**src/hdl/urx_pkg.sv**
```systemverilog
// Purpose: shared constants and types for the serial receive block
// Assumes: one clock domain, 8 data bits, receive fifo of four entries
// Notes: parity codes and fifo depth are fixed here, not parameters
package urx_pkg;

   // ****************************************
   // frame and fifo sizing
   // ****************************************
   localparam int unsigned URX_DATA_W = 8;
   localparam int unsigned URX_DIV_W = 16;
   localparam int unsigned URX_FIFO_DEPTH = 4;
   localparam int unsigned URX_PTR_W = 2;
   localparam int unsigned URX_CNT_W = 3;
   localparam int unsigned URX_BITCNT_W = 4;
   // data bits, then optional extra/parity bit, then stop bit
   localparam logic [3:0] URX_BITS_PLAIN = 4'h9;
   localparam logic [3:0] URX_BITS_EXTRA = 4'hA;

   // ****************************************
   // reset values
   // ****************************************
   localparam logic [URX_DATA_W-1:0] URX_DATA_RST = 8'h00;
   localparam logic [URX_DIV_W-1:0] URX_DIV_RST = 16'h0000;

   // ****************************************
   // parity type select codes
   // ****************************************
   localparam logic [1:0] URX_PAR_ODD = 2'h0;
   localparam logic [1:0] URX_PAR_EVEN = 2'h1;
   localparam logic [1:0] URX_PAR_MARK = 2'h2;
   localparam logic [1:0] URX_PAR_SPACE = 2'h3;

   // ****************************************
   // types
   // ****************************************
   typedef enum logic [1:0] {
      URX_ST_IDLE = 2'b00,
      URX_ST_START = 2'b01,
      URX_ST_BITS = 2'b10
   } urx_state_e;

   typedef struct packed {
      logic rx_enable;
      logic extra_bit_enable;
      logic parity_enable;
      logic [1:0] parity_type_select;
      logic multiproc_enable;
      logic [URX_DIV_W-1:0] baud_div;
   } urx_cfg_s;

   typedef struct packed {
      logic [URX_DATA_W-1:0] data;
      logic extra;
   } urx_entry_s;

endpackage

```
**src/hdl/urx_rx.sv**
```systemverilog
// Purpose: serial receiver with fifo, parity check and address filtering
// Assumes: i_rxd is synchronous to i_core_clk; baud_div >= 2
// Notes: all control and status bits are plain ports, no register bus
//
// Summary of operation
// - extra bit on, parity off: flag shows oldest byte's extra bit.
// - extra bit off: flag shows oldest byte's received stop bit.
// - parity on: check received parity bit against selected parity type.
// - parity mismatch sets sticky parity error flag until software clears.
// - parity on disables extra bit; that position carries parity.
// - multiproc on: receive event only when the stored flag bit is one (extra bit, or stop bit as above).
`timescale 1ns/1ps
`default_nettype none
module urx_rx
   import urx_pkg::*;
(
   input wire logic i_core_clk,
   input wire logic i_sys_rst,
   input wire logic i_ce,
   input wire logic i_rxd,
   input wire urx_pkg::urx_cfg_s i_cfg,
   input wire logic i_receive_flag_clr,
   input wire logic i_buf_read,
   input wire logic i_parity_error_clr,
   output logic [urx_pkg::URX_DATA_W-1:0] o_serial_buffer,
   output logic o_received_extra_bit,
   output logic o_receive_flag,
   output logic o_parity_error_flag,
   output logic o_fifo_full
);
   import urx_pkg::*;

   // ****************************************
   // helpers
   // ****************************************
   // expected parity bit for a byte under the chosen type
   function automatic logic exp_parity(input logic [URX_DATA_W-1:0] d,
                                       input logic [1:0] sel);
      logic r;
      r = 1'b0;
      unique case (sel)
         URX_PAR_ODD: r = ~(^d);
         URX_PAR_EVEN: r = ^d;
         URX_PAR_MARK: r = 1'b1;
         URX_PAR_SPACE: r = 1'b0;
      endcase
      return r;
   endfunction

   // ****************************************
   // declarations
   // ****************************************
   urx_state_e state_q;
   logic [URX_DIV_W-1:0] baud_cnt_q;
   logic [URX_BITCNT_W-1:0] bit_idx_q;
   logic [URX_BITCNT_W-1:0] bits_tot_q;
   logic [URX_DATA_W-1:0] shift_q;
   logic xbit_q;
   logic rxd_q;
   logic xbe_frame_q;
   logic pe_frame_q;
   urx_entry_s mem_q [URX_FIFO_DEPTH];
   logic [URX_PTR_W-1:0] wr_ptr_q;
   logic [URX_PTR_W-1:0] rd_ptr_q;
   logic [URX_CNT_W-1:0] count_q;
   logic tick;
   logic frame_done;
   logic stop_bit;
   logic stored_extra;
   logic par_bad;
   logic push;
   logic pop;
   urx_entry_s new_entry;

   assign tick = (baud_cnt_q == URX_DIV_RST);
   assign frame_done = (state_q == URX_ST_BITS) && tick
                       && (bit_idx_q == bits_tot_q - 4'h1);
   assign stop_bit = i_rxd;

   // ****************************************
   // frame decode at the stop bit
   // ****************************************
   // parity mode wins: the extra position is then the parity bit
   always_comb
   begin
      if (xbe_frame_q && !pe_frame_q)
         stored_extra = xbit_q;
      else
         stored_extra = stop_bit;
      par_bad = pe_frame_q
                && (xbit_q != exp_parity(shift_q,
                                         i_cfg.parity_type_select));
      new_entry.data = shift_q;
      new_entry.extra = stored_extra;
   end

   // address filter: plain data bytes are dropped when multiproc is on
   assign push = frame_done
                 && !(i_cfg.multiproc_enable && !stored_extra)
                 && (count_q != URX_CNT_W'(URX_FIFO_DEPTH));
   assign pop = i_buf_read && (count_q != '0);

   // ****************************************
   // line sampler
   // ****************************************
   // previous line level, for falling-edge start detection
   always_ff @(posedge i_core_clk)
   begin
      if (i_sys_rst)
         rxd_q <= 1'b1;
      else if (i_ce)
         rxd_q <= i_rxd;
   end

   // start at half a bit, then one sample per bit period
   always_ff @(posedge i_core_clk)
   begin
      if (i_sys_rst)
      begin
         state_q <= URX_ST_IDLE;
         baud_cnt_q <= URX_DIV_RST;
         bit_idx_q <= '0;
         bits_tot_q <= URX_BITS_PLAIN;
         xbe_frame_q <= 1'b0;
         pe_frame_q <= 1'b0;
      end
      else if (i_ce)
      begin
         unique case (state_q)
            URX_ST_IDLE:
            begin
               if (i_cfg.rx_enable && rxd_q && !i_rxd)
               begin
                  state_q <= URX_ST_START;
                  baud_cnt_q <= i_cfg.baud_div >> 1;
                  // extra-bit and parity enables are frozen per frame; parity type and multiproc are read live
                  xbe_frame_q <= i_cfg.extra_bit_enable;
                  pe_frame_q <= i_cfg.parity_enable;
                  bits_tot_q <= (i_cfg.extra_bit_enable
                                 || i_cfg.parity_enable)
                                ? URX_BITS_EXTRA : URX_BITS_PLAIN;
               end
            end
            URX_ST_START:
            begin
               if (tick)
               begin
                  baud_cnt_q <= i_cfg.baud_div - 16'h0001;
                  bit_idx_q <= '0;
                  // a glitch shorter than half a bit is not a start
                  state_q <= i_rxd ? URX_ST_IDLE : URX_ST_BITS;
               end
               else
                  baud_cnt_q <= baud_cnt_q - 16'h0001;
            end
            URX_ST_BITS:
            begin
               if (frame_done)
                  state_q <= URX_ST_IDLE;
               else if (tick)
               begin
                  baud_cnt_q <= i_cfg.baud_div - 16'h0001;
                  bit_idx_q <= bit_idx_q + 4'h1;
               end
               else
                  baud_cnt_q <= baud_cnt_q - 16'h0001;
            end
            default: state_q <= URX_ST_IDLE;
         endcase
      end
   end

   // data bits arrive lsb first; the ninth position is the extra bit
   always_ff @(posedge i_core_clk)
   begin
      if (i_sys_rst)
      begin
         shift_q <= URX_DATA_RST;
         xbit_q <= 1'b0;
      end
      else if (i_ce && state_q == URX_ST_BITS && tick)
      begin
         if (bit_idx_q < URX_BITCNT_W'(URX_DATA_W))
            shift_q <= {i_rxd, shift_q[URX_DATA_W-1:1]};
         else if (bit_idx_q == URX_BITCNT_W'(URX_DATA_W) && !frame_done)
            xbit_q <= i_rxd;
      end
   end

   // ****************************************
   // receive fifo
   // ****************************************
   // a byte arriving while full is lost; o_fifo_full warns software
   always_ff @(posedge i_core_clk)
   begin
      if (i_sys_rst)
      begin
         wr_ptr_q <= '0;
         rd_ptr_q <= '0;
         count_q <= '0;
      end
      else if (i_ce)
      begin
         if (push)
            wr_ptr_q <= wr_ptr_q + 2'h1;
         if (pop)
            rd_ptr_q <= rd_ptr_q + 2'h1;
         count_q <= count_q + URX_CNT_W'(push) - URX_CNT_W'(pop);
      end
   end

   // storage has no reset; contents are only read when counted valid
   always_ff @(posedge i_core_clk)
   begin
      if (i_ce && push)
         mem_q[wr_ptr_q] <= new_entry;
   end

   // ****************************************
   // registered outputs
   // ****************************************
   // head of fifo copied out; lags a push or pop by one cycle
   // an empty fifo keeps the last byte: unwritten storage never shows
   always_ff @(posedge i_core_clk)
   begin
      if (i_sys_rst)
      begin
         o_serial_buffer <= URX_DATA_RST;
         o_received_extra_bit <= 1'b0;
         o_fifo_full <= 1'b0;
      end
      else if (i_ce)
      begin
         if (count_q != '0)
         begin
            o_serial_buffer <= mem_q[rd_ptr_q].data;
            o_received_extra_bit <= mem_q[rd_ptr_q].extra;
         end
         o_fifo_full <= (count_q == URX_CNT_W'(URX_FIFO_DEPTH));
      end
   end

   // receive flag: a new byte or leftover bytes after a read win over clear
   always_ff @(posedge i_core_clk)
   begin
      if (i_sys_rst)
         o_receive_flag <= 1'b0;
      else if (i_ce)
      begin
         if (push)
            o_receive_flag <= 1'b1;
         else if (pop && count_q > URX_CNT_W'(1))
            o_receive_flag <= 1'b1;
         else if (i_receive_flag_clr)
            o_receive_flag <= 1'b0;
      end
   end

   // sticky parity error; a new error in the clear cycle is kept
   always_ff @(posedge i_core_clk)
   begin
      if (i_sys_rst)
         o_parity_error_flag <= 1'b0;
      else if (i_ce)
      begin
         if (frame_done && par_bad)
            o_parity_error_flag <= 1'b1;
         else if (i_parity_error_clr)
            o_parity_error_flag <= 1'b0;
      end
   end

endmodule
`default_nettype wire

```
**config.mk**
```make
export PLATFORM = sky130hd
export DESIGN_NAME = urx_rx
export DESIGN_NICKNAME = d
export VERILOG_FILES = /design/src/hdl/urx_pkg.sv /design/src/hdl/urx_rx.sv
export SDC_FILE = /design/constraint.sdc
export NUM_CORES = 1
export LEC_CHECK = 0
export BUFFER_PORTS_ARGS = -buffer_cell sky130_fd_sc_hd__buf_2
export CORE_ASPECT_RATIO = 0.5
export CORE_UTILIZATION = 60
export CTS_CLUSTER_DIAMETER = 80
export CTS_CLUSTER_SIZE = 25
export DETAILED_ROUTE_END_ITERATION = 8
export PLACE_DENSITY = 0.77
export SLEW_MARGIN = 20
export SYNTH_ARGS = -nofsm -noshare
export SYNTH_HDL_FRONTEND = slang
export SYNTH_SLANG_ARGS = --single-unit
```
**constraint.sdc**
```tcl
create_clock -name i_core_clk -period 3.5 [get_ports i_core_clk]
set_input_delay 0.175 -clock i_core_clk [delete_from_list [all_inputs] [get_ports i_core_clk]]
set_output_delay 0.175 -clock i_core_clk [all_outputs]
set_load 0.005 [all_outputs]
```
Word level (Yosys, flattened, before mapping). Memory sizes are Yosys's and may differ from the RTL's. A register that Yosys moved wholly into a read port is not among the register bits. Cells that the tools add are included.

Equal/unequal tests: 15. Reduce and logical (&&, ||, !) cells: 42. Multiplexer cells: 23. Magnitude comparators: 2. Bitwise gates (word level): 2. $add $sub $neg: 8.

Operators with widths (number): 16-bit 2-to-1 mux (3); 16-bit one-hot mux with 3 select lines (1); 16-bit by 1-bit subtractor with 16-bit output, second input constant (2); 1-bit logical AND (16); 16-bit logical NOT (1); 4-bit 2-to-1 mux (3); 2-bit AND reduction (6); 2-bit 2-to-1 mux (5); 2-bit != test, second input constant (5); 3-bit nonzero test (3); 1-bit 2-to-1 mux (8); 4-bit one-hot mux with 2 select lines (1); 4-bit AND reduction (2); 8-bit parity (1); 2-bit == test, second input constant (3); 2-bit one-hot mux with 3 select lines (1); 3-bit AND reduction (2); 1-bit logical NOT (5); 5-bit AND reduction (1); 2-bit by 1-bit adder with 2-bit output, second input constant (2); 4-bit by 1-bit adder with 4-bit output, second input constant (1); 2-bit by 1-bit == test with 1-bit output, second input constant (2); 4-bit == test (1); 4-bit == test, second input constant (1); 13 further kinds (16).

Register bits: 48. Input port bits: 29. Memories: 1. Bits in writable memories: 36. Logic and storage cells: 108.

Memories: mem_q (depth 4, width 9, rd ports 1, clocked after memory_dff 1, write ports 1, RTL line urx_rx.sv:62) `urx_entry_s mem_q [URX_FIFO_DEPTH];`.

Longest topological paths before layout. Gate-level depths: netlist of the first run.

Depth in word-level cells: 11. Mapped depth: 13. Depth with buffers taken out: 12.

Least setup slack after synthesis of the first run. No wires, ideal clock.

Path kind: reg-to-reg. Start: register baud_cnt_q[3]. End: register baud_cnt_q[12]. Clock period less this slack: 3.217 ns. Data required time: 3.376 ns. Path buffers: 2. Setup slack: 0.283 ns. Setup time: 0.124 ns. Data arrival time: 3.093 ns. Stages on the path, launching flop included: 14. Path through: dfxtp_1 buf_2 nor3_1 nand4b_1 nor2_1 buf_2 a21oi_1 ha_1 or4b_1 or3_1 or4_1 a221oi_1 xor2_1 o21ai_0.

Cells in the longest elaborated chain, start to end: 5.

RTL lines: from (decl) (RTL line urx_rx.sv:54) `logic [URX_DIV_W-1:0] baud_cnt_q;`; from (signal assigned) (RTL line urx_rx.sv:135) `baud_cnt_q <= i_cfg.baud_div >> 1;`; from (signal assigned) (RTL line urx_rx.sv:148) `baud_cnt_q <= i_cfg.baud_div - 16'h0001;`; from (signal assigned) (RTL line urx_rx.sv:154) `baud_cnt_q <= baud_cnt_q - 16'h0001;`; branches (longest 5 deep; another with 16-bit by 1-bit subtractor with 16-bit output).

Parallel ways; which one is timed is not known. The select of a mux whose other input is x is not followed. A chain may end at the register's enable or synchronous reset.

Final worst setup path of the first run.
Start: register baud_cnt_q[7]. End: register baud_cnt_q[12].

Same word-level chain as after synthesis.

==> results of run 1 <==
[layer usage]
| layer | up-vias | track usage (%) | share of wire, % |
|---|---|---|---|
| li1 | 1826 | - | - |
| met1 | 1822 | 36.1 | 44 |
| met2 | 150 | 47.9 | 46 |
| met3 | 18 | 8.04 | 8.1 |
| met4 | 0 | 9.04 | 1.2 |
| met5 | - | 0 | 0 |
[power groups by stage]
stage               clock network [mW]  registers [mW]  logic [mW]
finish                           0.954            1.18       0.593
global route                      1.01            1.18       0.650
CTS                              0.966            1.18       0.581
detailed placement                   0            1.20       0.575
global placement                     0            1.20       0.571
floorplan                            0            1.18       0.420
[registers in the layout, summed over array words and instances (netlist names), 2 cells and up]
name / count
shift_q: 8
state_q: 2
baud_cnt_q: 16
mem_q: 36
o_serial_buffer: 8
rd_ptr_q: 2
count_q: 3
bits_tot_q: 2
bit_idx_q: 4
wr_ptr_q: 2
[cells in the final DEF, fill, tap and decap left out, types with 3 or more instances in the layout]
master and instances:
nor2_1 33, or3_1 10, buf_2 40, and4_1 3, edfxtp_1 36, nor3_1 18, a221oi_1 3, a311o_1 3
nand3b_1 3, and3_1 5, mux4_2 9, xnor2_1 15, clkbuf_16 9, nand4_1 3, ha_1 15, o21ai_0 24
inv_1 17, o211ai_1 7, a31oi_1 13, xor2_1 8, dfxtp_1 55, nor4_1 4, mux2i_1 9, a21oi_1 35
buf_4 9, a211oi_1 7, or2_2 3, nand2_1 54, nand3_1 10
[stage by stage]
step           setup WS, ns  cells  area, um2
2_1_floorplan         0.283    471       4630
3_3_place_gp          0.410    592       4920
3_5_place_dp          0.353    592       4920
4_1_cts               0.348    608       5220
5_1_grt               0.138    608       5220
6_report              0.313    608       5220
[worst max path at each step]
stage / slack (ns) / startpoint / depth (start not counted) / end
after floorplan: 0.28 / baud_cnt_q[3] / 13 / baud_cnt_q[12]
after global placement: 0.41 / baud_cnt_q[3] / 11 / baud_cnt_q[12]
after detailed placement: 0.35 / baud_cnt_q[7] / 11 / baud_cnt_q[12]
after CTS: 0.35 / baud_cnt_q[3] / 11 / baud_cnt_q[12]
after global routing: 0.14 / baud_cnt_q[3] / 11 / baud_cnt_q[12]
final: 0.31 / baud_cnt_q[7] / 11 / baud_cnt_q[12]
[critical path: stages (launching register included)]
cell	delay (ns)
dfxtp_1	0.48
nor3_1	0.15
nand2_1	0.11
nor2_1	0.07
a21oi_1	0.19
ha_1	0.24
or4b_1	0.50
or3_1	0.39
or4_1	0.41
a221oi_1	0.26
xor2_1	0.17
o21ai_0	0.08
[cell type report]
class	instances	area share [%]
well taps	96	2.30
clock inverters	6	1.27
clock buffers	10	4.39
repair buffers	49	5.13
flip-flops and latches	91	41.8
inverters	17	1.22
multi-input cells	339	43.9
[cells by family after synthesis]
family,after synthesis
simple gates,161
compound gates,121
flops,91
buf+inv,41
xor+xnor,23
mux,18
fa+ha+maj,16
==> key figures, run 1 <==
Final layout
  • FF/Latch Area: 0.00218 mm2
  • Area of the multi-input gates: 0.00229 mm2
  • ANT cells: 0
  • Final core occ: 70.5%
  • Fillers: just under 600
  • Layout cells sized above 1: 16.2%
  • P&R area growth vs syn: 12.7%
  • NumNets Final: 552

CTS
  • H-Tree Depth: 3
  • Clock sink count: 91
  • # resized after CTS: 0
  • Maximum clock insertion buffer count: 2
  • Clock transition at path regs: 0.07 ns
  • Setup Buffers After CTS: 0
  • CTS Hold Bufs: 0
  • TritonCTS clock tree: done
  • Worst-skew pair later-pin latency: 0.34 ns
  • TritonCTS Buffers: 9
  • Root buffer cell: clkbuf_16

Floorplan
  • Die Width: 126 um
  • Initial Utilization: 62.5%
  • Core ar.: 0.00740 mm2
  • Die area: 0.00809 mm2
  • I/O pin cnt: 41
  • FP Rows: 22
  • Height of the die: about 64 um

Synth
  • Most common cell in the netlist: dfxtp_1
  • Synthesis-stage register bit count: 91
  • Synthesized area per cell: ~9.8 um2
  • Synth Area in Simple Gates: 17.3%
  • Syn Inst Count: 471
  • Yosys top cell area share: 23.8%
  • Post-Synth Adder-Cell Area: between 4 and 5%
  • Synth area leader: dfxtp_1
  • XOR/XNOR Fraction of Synth Area: under 10%
  • Ys async rst share: 0%
  • Mux cell area share after synthesis: ~6.3%
  • Ys Warns: 0
  • Largest family of logic cells by synthesized area: simple AND/OR/NAND/NOR gates
  • Syn_nets: 516
  • Library cells used by synthesis: 63
  • Area of the mapped netlist: 0.00463 mm2
  • Synth Area in Compound Gates: 17.0%
  • Largest cells by area after synthesis: dfxtp_1, edfxtp_1, mux4_2
  • Post-synthesis sequential area ratio: 47.1%
  • Post-synth EDFFs: 36
  • Main synth FF type: dfxtp_1
  • Commonest cells in the netlist: dfxtp_1, nand2_1, edfxtp_1

Worst setup path
  • CP endpoint kind: register
  • Cells on worst reg2reg path: 11
  • Crit-path max FO: 9
  • Worst r2r src: baud_cnt_q[7]
  • Crit path required time: 3.72 ns
  • CP Launch Type: register
  • Critical path class: register to register
  • Reg2Reg Capture Point: baud_cnt_q[12]
  • CP arrival: 3.41 ns
  • R2R setup slack: 0.31 ns

GRT
  • Wire length of the first global-routing pass: 17400 um
  • Initial antenna violation count: 0
  • Vias in the first global route: 3531
  • Total gr overflow: 0
  • Tot GR Track Use: 28.6%
  • Largest net degree at the start of global routing: 44

Power and ir drop
  • Final Power: between 2 and 3 mW
  • P_int: 1.93 mW
  • Switching portion of total power: 29.2%
  • Comb power frac: 21.8%
  • Maximum vdd drop: ~0.00025 V
  • Seq pwr share: 43.2%
  • P_leak: 1.92 nW
  • Switching pwr: just under 0.8 mW
  • PD cells: 522 mW/mm2
  • Clock Power Share: 35.1%

Detailed routing
  • Routed wire length: 10800 um
  • Final ANT Viol Nets: 0
  • Initial drt markers: 263
  • Pre-Repair DR Iteration Count: 4
  • DR DRC count: 0
  • Drt wl/cell: 17.7 um
  • Via density: 6.28
  • Total number of vias: 3816

Timing
  • Setup Skew: 0.00711 ns
  • Hold_ws: 0.0992 ns
  • Endpoints failing hold: 0
  • Unrepaired setup endpoints after global routing: false
  • Setup TNS: 0 ns
  • Worst rel slew slack: between 40% and 50%
  • Fin crit period: 3.19 ns
  • Fmax: around 310 MHz
  • Worst Tran Pin Value: 0.809 ns
  • Fin crit share: 91.1%
  • Final setup violating endpoints: 0
  • Max-slew violations: 0

Placement
  • Dpl hpwl: 6860 um
  • PortBufs: 40
  • GP Congestion: between 0.9 and 1

Worst hold path
  • Worst hold stages: 3
  • Min-Delay Path Class: input pin to register
  • Hold Crit Endpoint: pe_frame_q
  • Hold Path Origin: i_cfg[19]

Job
  • Max capacitance violation total: 0

Run status
  • Status: complete, no violations
Power figures use the tool's default switching activity.
==> inputs of run 2 (changes only) <==
Settings changed: ABC_CLOCK_PERIOD_IN_PS set to 3500, CTS_CLUSTER_DIAMETER 80 to not set, HOLD_SLACK_MARGIN set to 0.1.
==> run 2 against run 1 <==
Effect of this change:
- clock power barely moved
- non-clock buffer count rose by 1
- sequential cell count unchanged
- power increased by 0.12%
- routed wire length grew 0.42%
- worst setup slack worse by 0.0043 ns
- hold slack gained 0.021 ns
- critical path depth did not move
- largest cell class unchanged
==> key figures, run 2 (synthesized netlist as in run 1, its figures left out) <==
Worst setup path
  • CP Launch Type: register
  • CP endpoint kind: register
  • R2R setup slack: 0.31 ns (about the same)
  • Worst r2r src: baud_cnt_q[7]
  • Crit path cell chain: nor3_1, nand2_1, nor2_1, a21oi_1, ha_1, or4b_1, or3_1, or4_1, a221oi_1, xor2_1, o21ai_0
  • Worst stage delay on the critical path: 0.50 ns (about the same)
  • Worst path slowest cell: dfxtp_1
  • Cells on worst reg2reg path: 11 (unchanged)
  • Crit-path max FO: 9 (unchanged)
  • Critical path class: register to register
  • Reg2Reg Capture Point: baud_cnt_q[12]
  • Crit path required time: 3.73 ns (about the same)
  • CP arrival: 3.42 ns (about the same)

CTS
  • H-Tree Depth: 3 (unchanged)
  • Maximum clock insertion buffer count: 2 (unchanged)
  • TritonCTS clock tree: done
  • TritonCTS Buffers: 9 (unchanged)
  • Clock sink count: 91 (unchanged)
  • Clock transition at path regs: 0.07 ns (about the same)
  • Worst-skew pair later-pin latency: 0.34 ns (about the same)
  • Setup Buffers After CTS: 0 (unchanged)
  • Root buffer cell: clkbuf_16

Detailed routing
  • Initial drt markers: 258 (-1.9%)
  • Total number of vias: 3787 (-0.76%)
  • Met3 wire len: 1020 um (+17%)
  • Drt wl/cell: 17.7 um (+0.25%)
  • Pre-Repair DR Iteration Count: 5 (+1)
  • DR DRC count: 0 (unchanged)
  • DR WL met2: 4990 um (-0.28%)
  • Top layer in use: met4
  • WL met1: 4690 um (-1.7%)
  • Via density: 6.22 (-0.92%)
  • Routed wire length: 10800 um (+0.42%)
  • Final ANT Viol Nets: 0 (unchanged)

Final layout
  • ANT cells: 0 (unchanged)
  • NumNets Final: 553 (+0.18%)
  • Commonest non-fill, non-tap cells in the layout: dfxtp_1, nand2_1, buf_2
  • Top reg by flops: mem_q
  • Fillers: 588 (-0.17%)
  • P&R area growth vs syn: 12.9%
  • Number of flip-flops in the largest register: 36 (unchanged)
  • Final core occ: 70.6% (+0.14 points)
  • Most common cell after layout, fill and taps aside: dfxtp_1
  • Design area: 0.00523 mm2 (+0.19%)
  • Largest registers: mem_q: 36 flops, baud_cnt_q: 16 flops
  • Layout cells sized above 1: 16.2% (-0.032 points)

Timing
  • Setup Skew: 0.00750 ns (+0.000392 ns)
  • Fmax: 313 MHz (-0.14%)
  • Worst rel slew slack: 44.0% (-0.70 points)
  • Unrepaired setup endpoints after global routing: false
  • Worst Tran Pin Value: 0.819 ns (+0.0103 ns)
  • Final setup violating endpoints: 0 (unchanged)
  • Hold_ws: 0.120 ns (+0.0206 ns)
  • Fin crit share: 91.2% (+0.12 points)
  • Max-slew violations: 0 (unchanged)
  • Fin crit period: 3.19 ns (+0.00435 ns)
  • Setup TNS: 0 ns (unchanged)
  • Final setup margin: 0.308 ns (-0.00435 ns)
  • Endpoints failing hold: 0 (unchanged)

Floorplan
  • Die Width: 126 um (unchanged)
  • Die area: 0.00809 mm2 (unchanged)
  • Core ar.: 0.00740 mm2 (unchanged)
  • I/O pin cnt: 41 (unchanged)
  • Initial Utilization: 62.5% (unchanged)
  • Height of the die: 64.1 um (unchanged)
  • FP Rows: 22 (unchanged)

Power and ir drop
  • Switching portion of total power: 29.3% (+0.062 points)
  • Seq pwr share: 43.1% (about the same)
  • Comb power frac: 21.8% (about the same)
  • Maximum vdd drop: 0.000252 V (+0.32%)
  • Switching pwr: 0.798 mW (+0.33%)
  • P_leak: 1.93 nW (+0.22%)
  • Clock Power Share: 35.0% (about the same)
  • PD cells: 521 mW/mm2 (about the same)
  • P_int: 1.93 mW (about the same)

Worst hold path
  • Hold Crit Endpoint: xbe_frame_q
  • Hold Path Origin: i_cfg[20]
  • Min-Delay Path Class: input pin to register
  • Worst hold stages: 3 (unchanged)

GRT
  • Largest net degree at the start of global routing: 44 (unchanged)
  • Wire length of the first global-routing pass: 17500 um (+0.47%)
  • Tot GR Track Use: 28.7% (+0.11 points)
  • Total gr overflow: 0 (unchanged)
  • Initial antenna violation count: 0 (unchanged)
  • Vias in the first global route: 3551 (+0.57%)

Placement
  • Dpl ws: 0.353 ns (unchanged)
  • Dpl hpwl: 6860 um (unchanged)
  • Post-Place Cell Area: 0.00492 mm2 (unchanged)
  • PortBufs: 40 (unchanged)
  • GP Congestion: 0.915 (unchanged)

Run status
  • Status: complete, no violations

Job
  • Max capacitance violation total: 0 (unchanged)
==> run 2: cell count changes in the layout (fill, tap and decap cells not counted) <==
cell / before / now
dlygate4sd3_1: 0 / 1
==> run 2: final cells by class <==
class | instances | area [um2] | area share [%]
clock buffer | 10 | 229 | 4.38
clock inverter | 6 | 66.3 | 1.27
inverter | 17 | 63.8 | 1.22
multi-input combinational | 339 | 2290 | 43.8
sequential | 91 | 2180 | 41.7
tap | 96 | 120 | 2.30
timing repair buffer | 50 | 278 | 5.31
==> run 2: routing by layer <==
layer	up-vias	global-route usage [%]
li1	1822	-
met1	1787	35.2
met2	164	48.1
met3	14	9.72
met4	0	9.04
met5	-	0
==> run 2: per-stage QoR <==
step / cells / power [mW]
floorplan: 471 / 1.60
global placement: 592 / 1.77
detailed placement: 592 / 1.77
CTS: 609 / 2.72
global route: 609 / 2.84
finish: 609 / 2.73
==> run 2: worst max-delay path by stage <==
stage,cells past startpoint,to,startpoint
CTS,11,baud_cnt_q[12],baud_cnt_q[3]
detailed placement,11,baud_cnt_q[12],baud_cnt_q[7]
floorplan,13,baud_cnt_q[12],baud_cnt_q[3]
global route,11,baud_cnt_q[12],baud_cnt_q[3]
global placement,11,baud_cnt_q[12],baud_cnt_q[3]
finish,11,baud_cnt_q[12],baud_cnt_q[7]
==> run 2: worst max-delay path: cells and delay by family, from the launching register on <==
kind	cells	cell delay (ns)
and+or+nand+nor	6	1.62
AOI/OAI and AO/OA	3	0.53
DFF	1	0.50
adders and majority gates	1	0.24
xor gates and xnor gates	1	0.17
==> run 2: what timing repair did <==
item                                   4_1_cts  5_1_grt
endpoints found under the hold margin        1        0
hold buffers                                 1        0
resized for setup                            0        0
setup endpoints to repair                    0        0
==> run 2: power groups by stage <==
stage / clock network, mW / logic, mW / registers, mW
floorplan: 0 / 0.420 / 1.18
global placement: 0 / 0.571 / 1.20
detailed placement: 0 / 0.575 / 1.20
CTS: 0.966 / 0.582 / 1.18
global route: 1.01 / 0.651 / 1.18
finish: 0.955 / 0.595 / 1.18
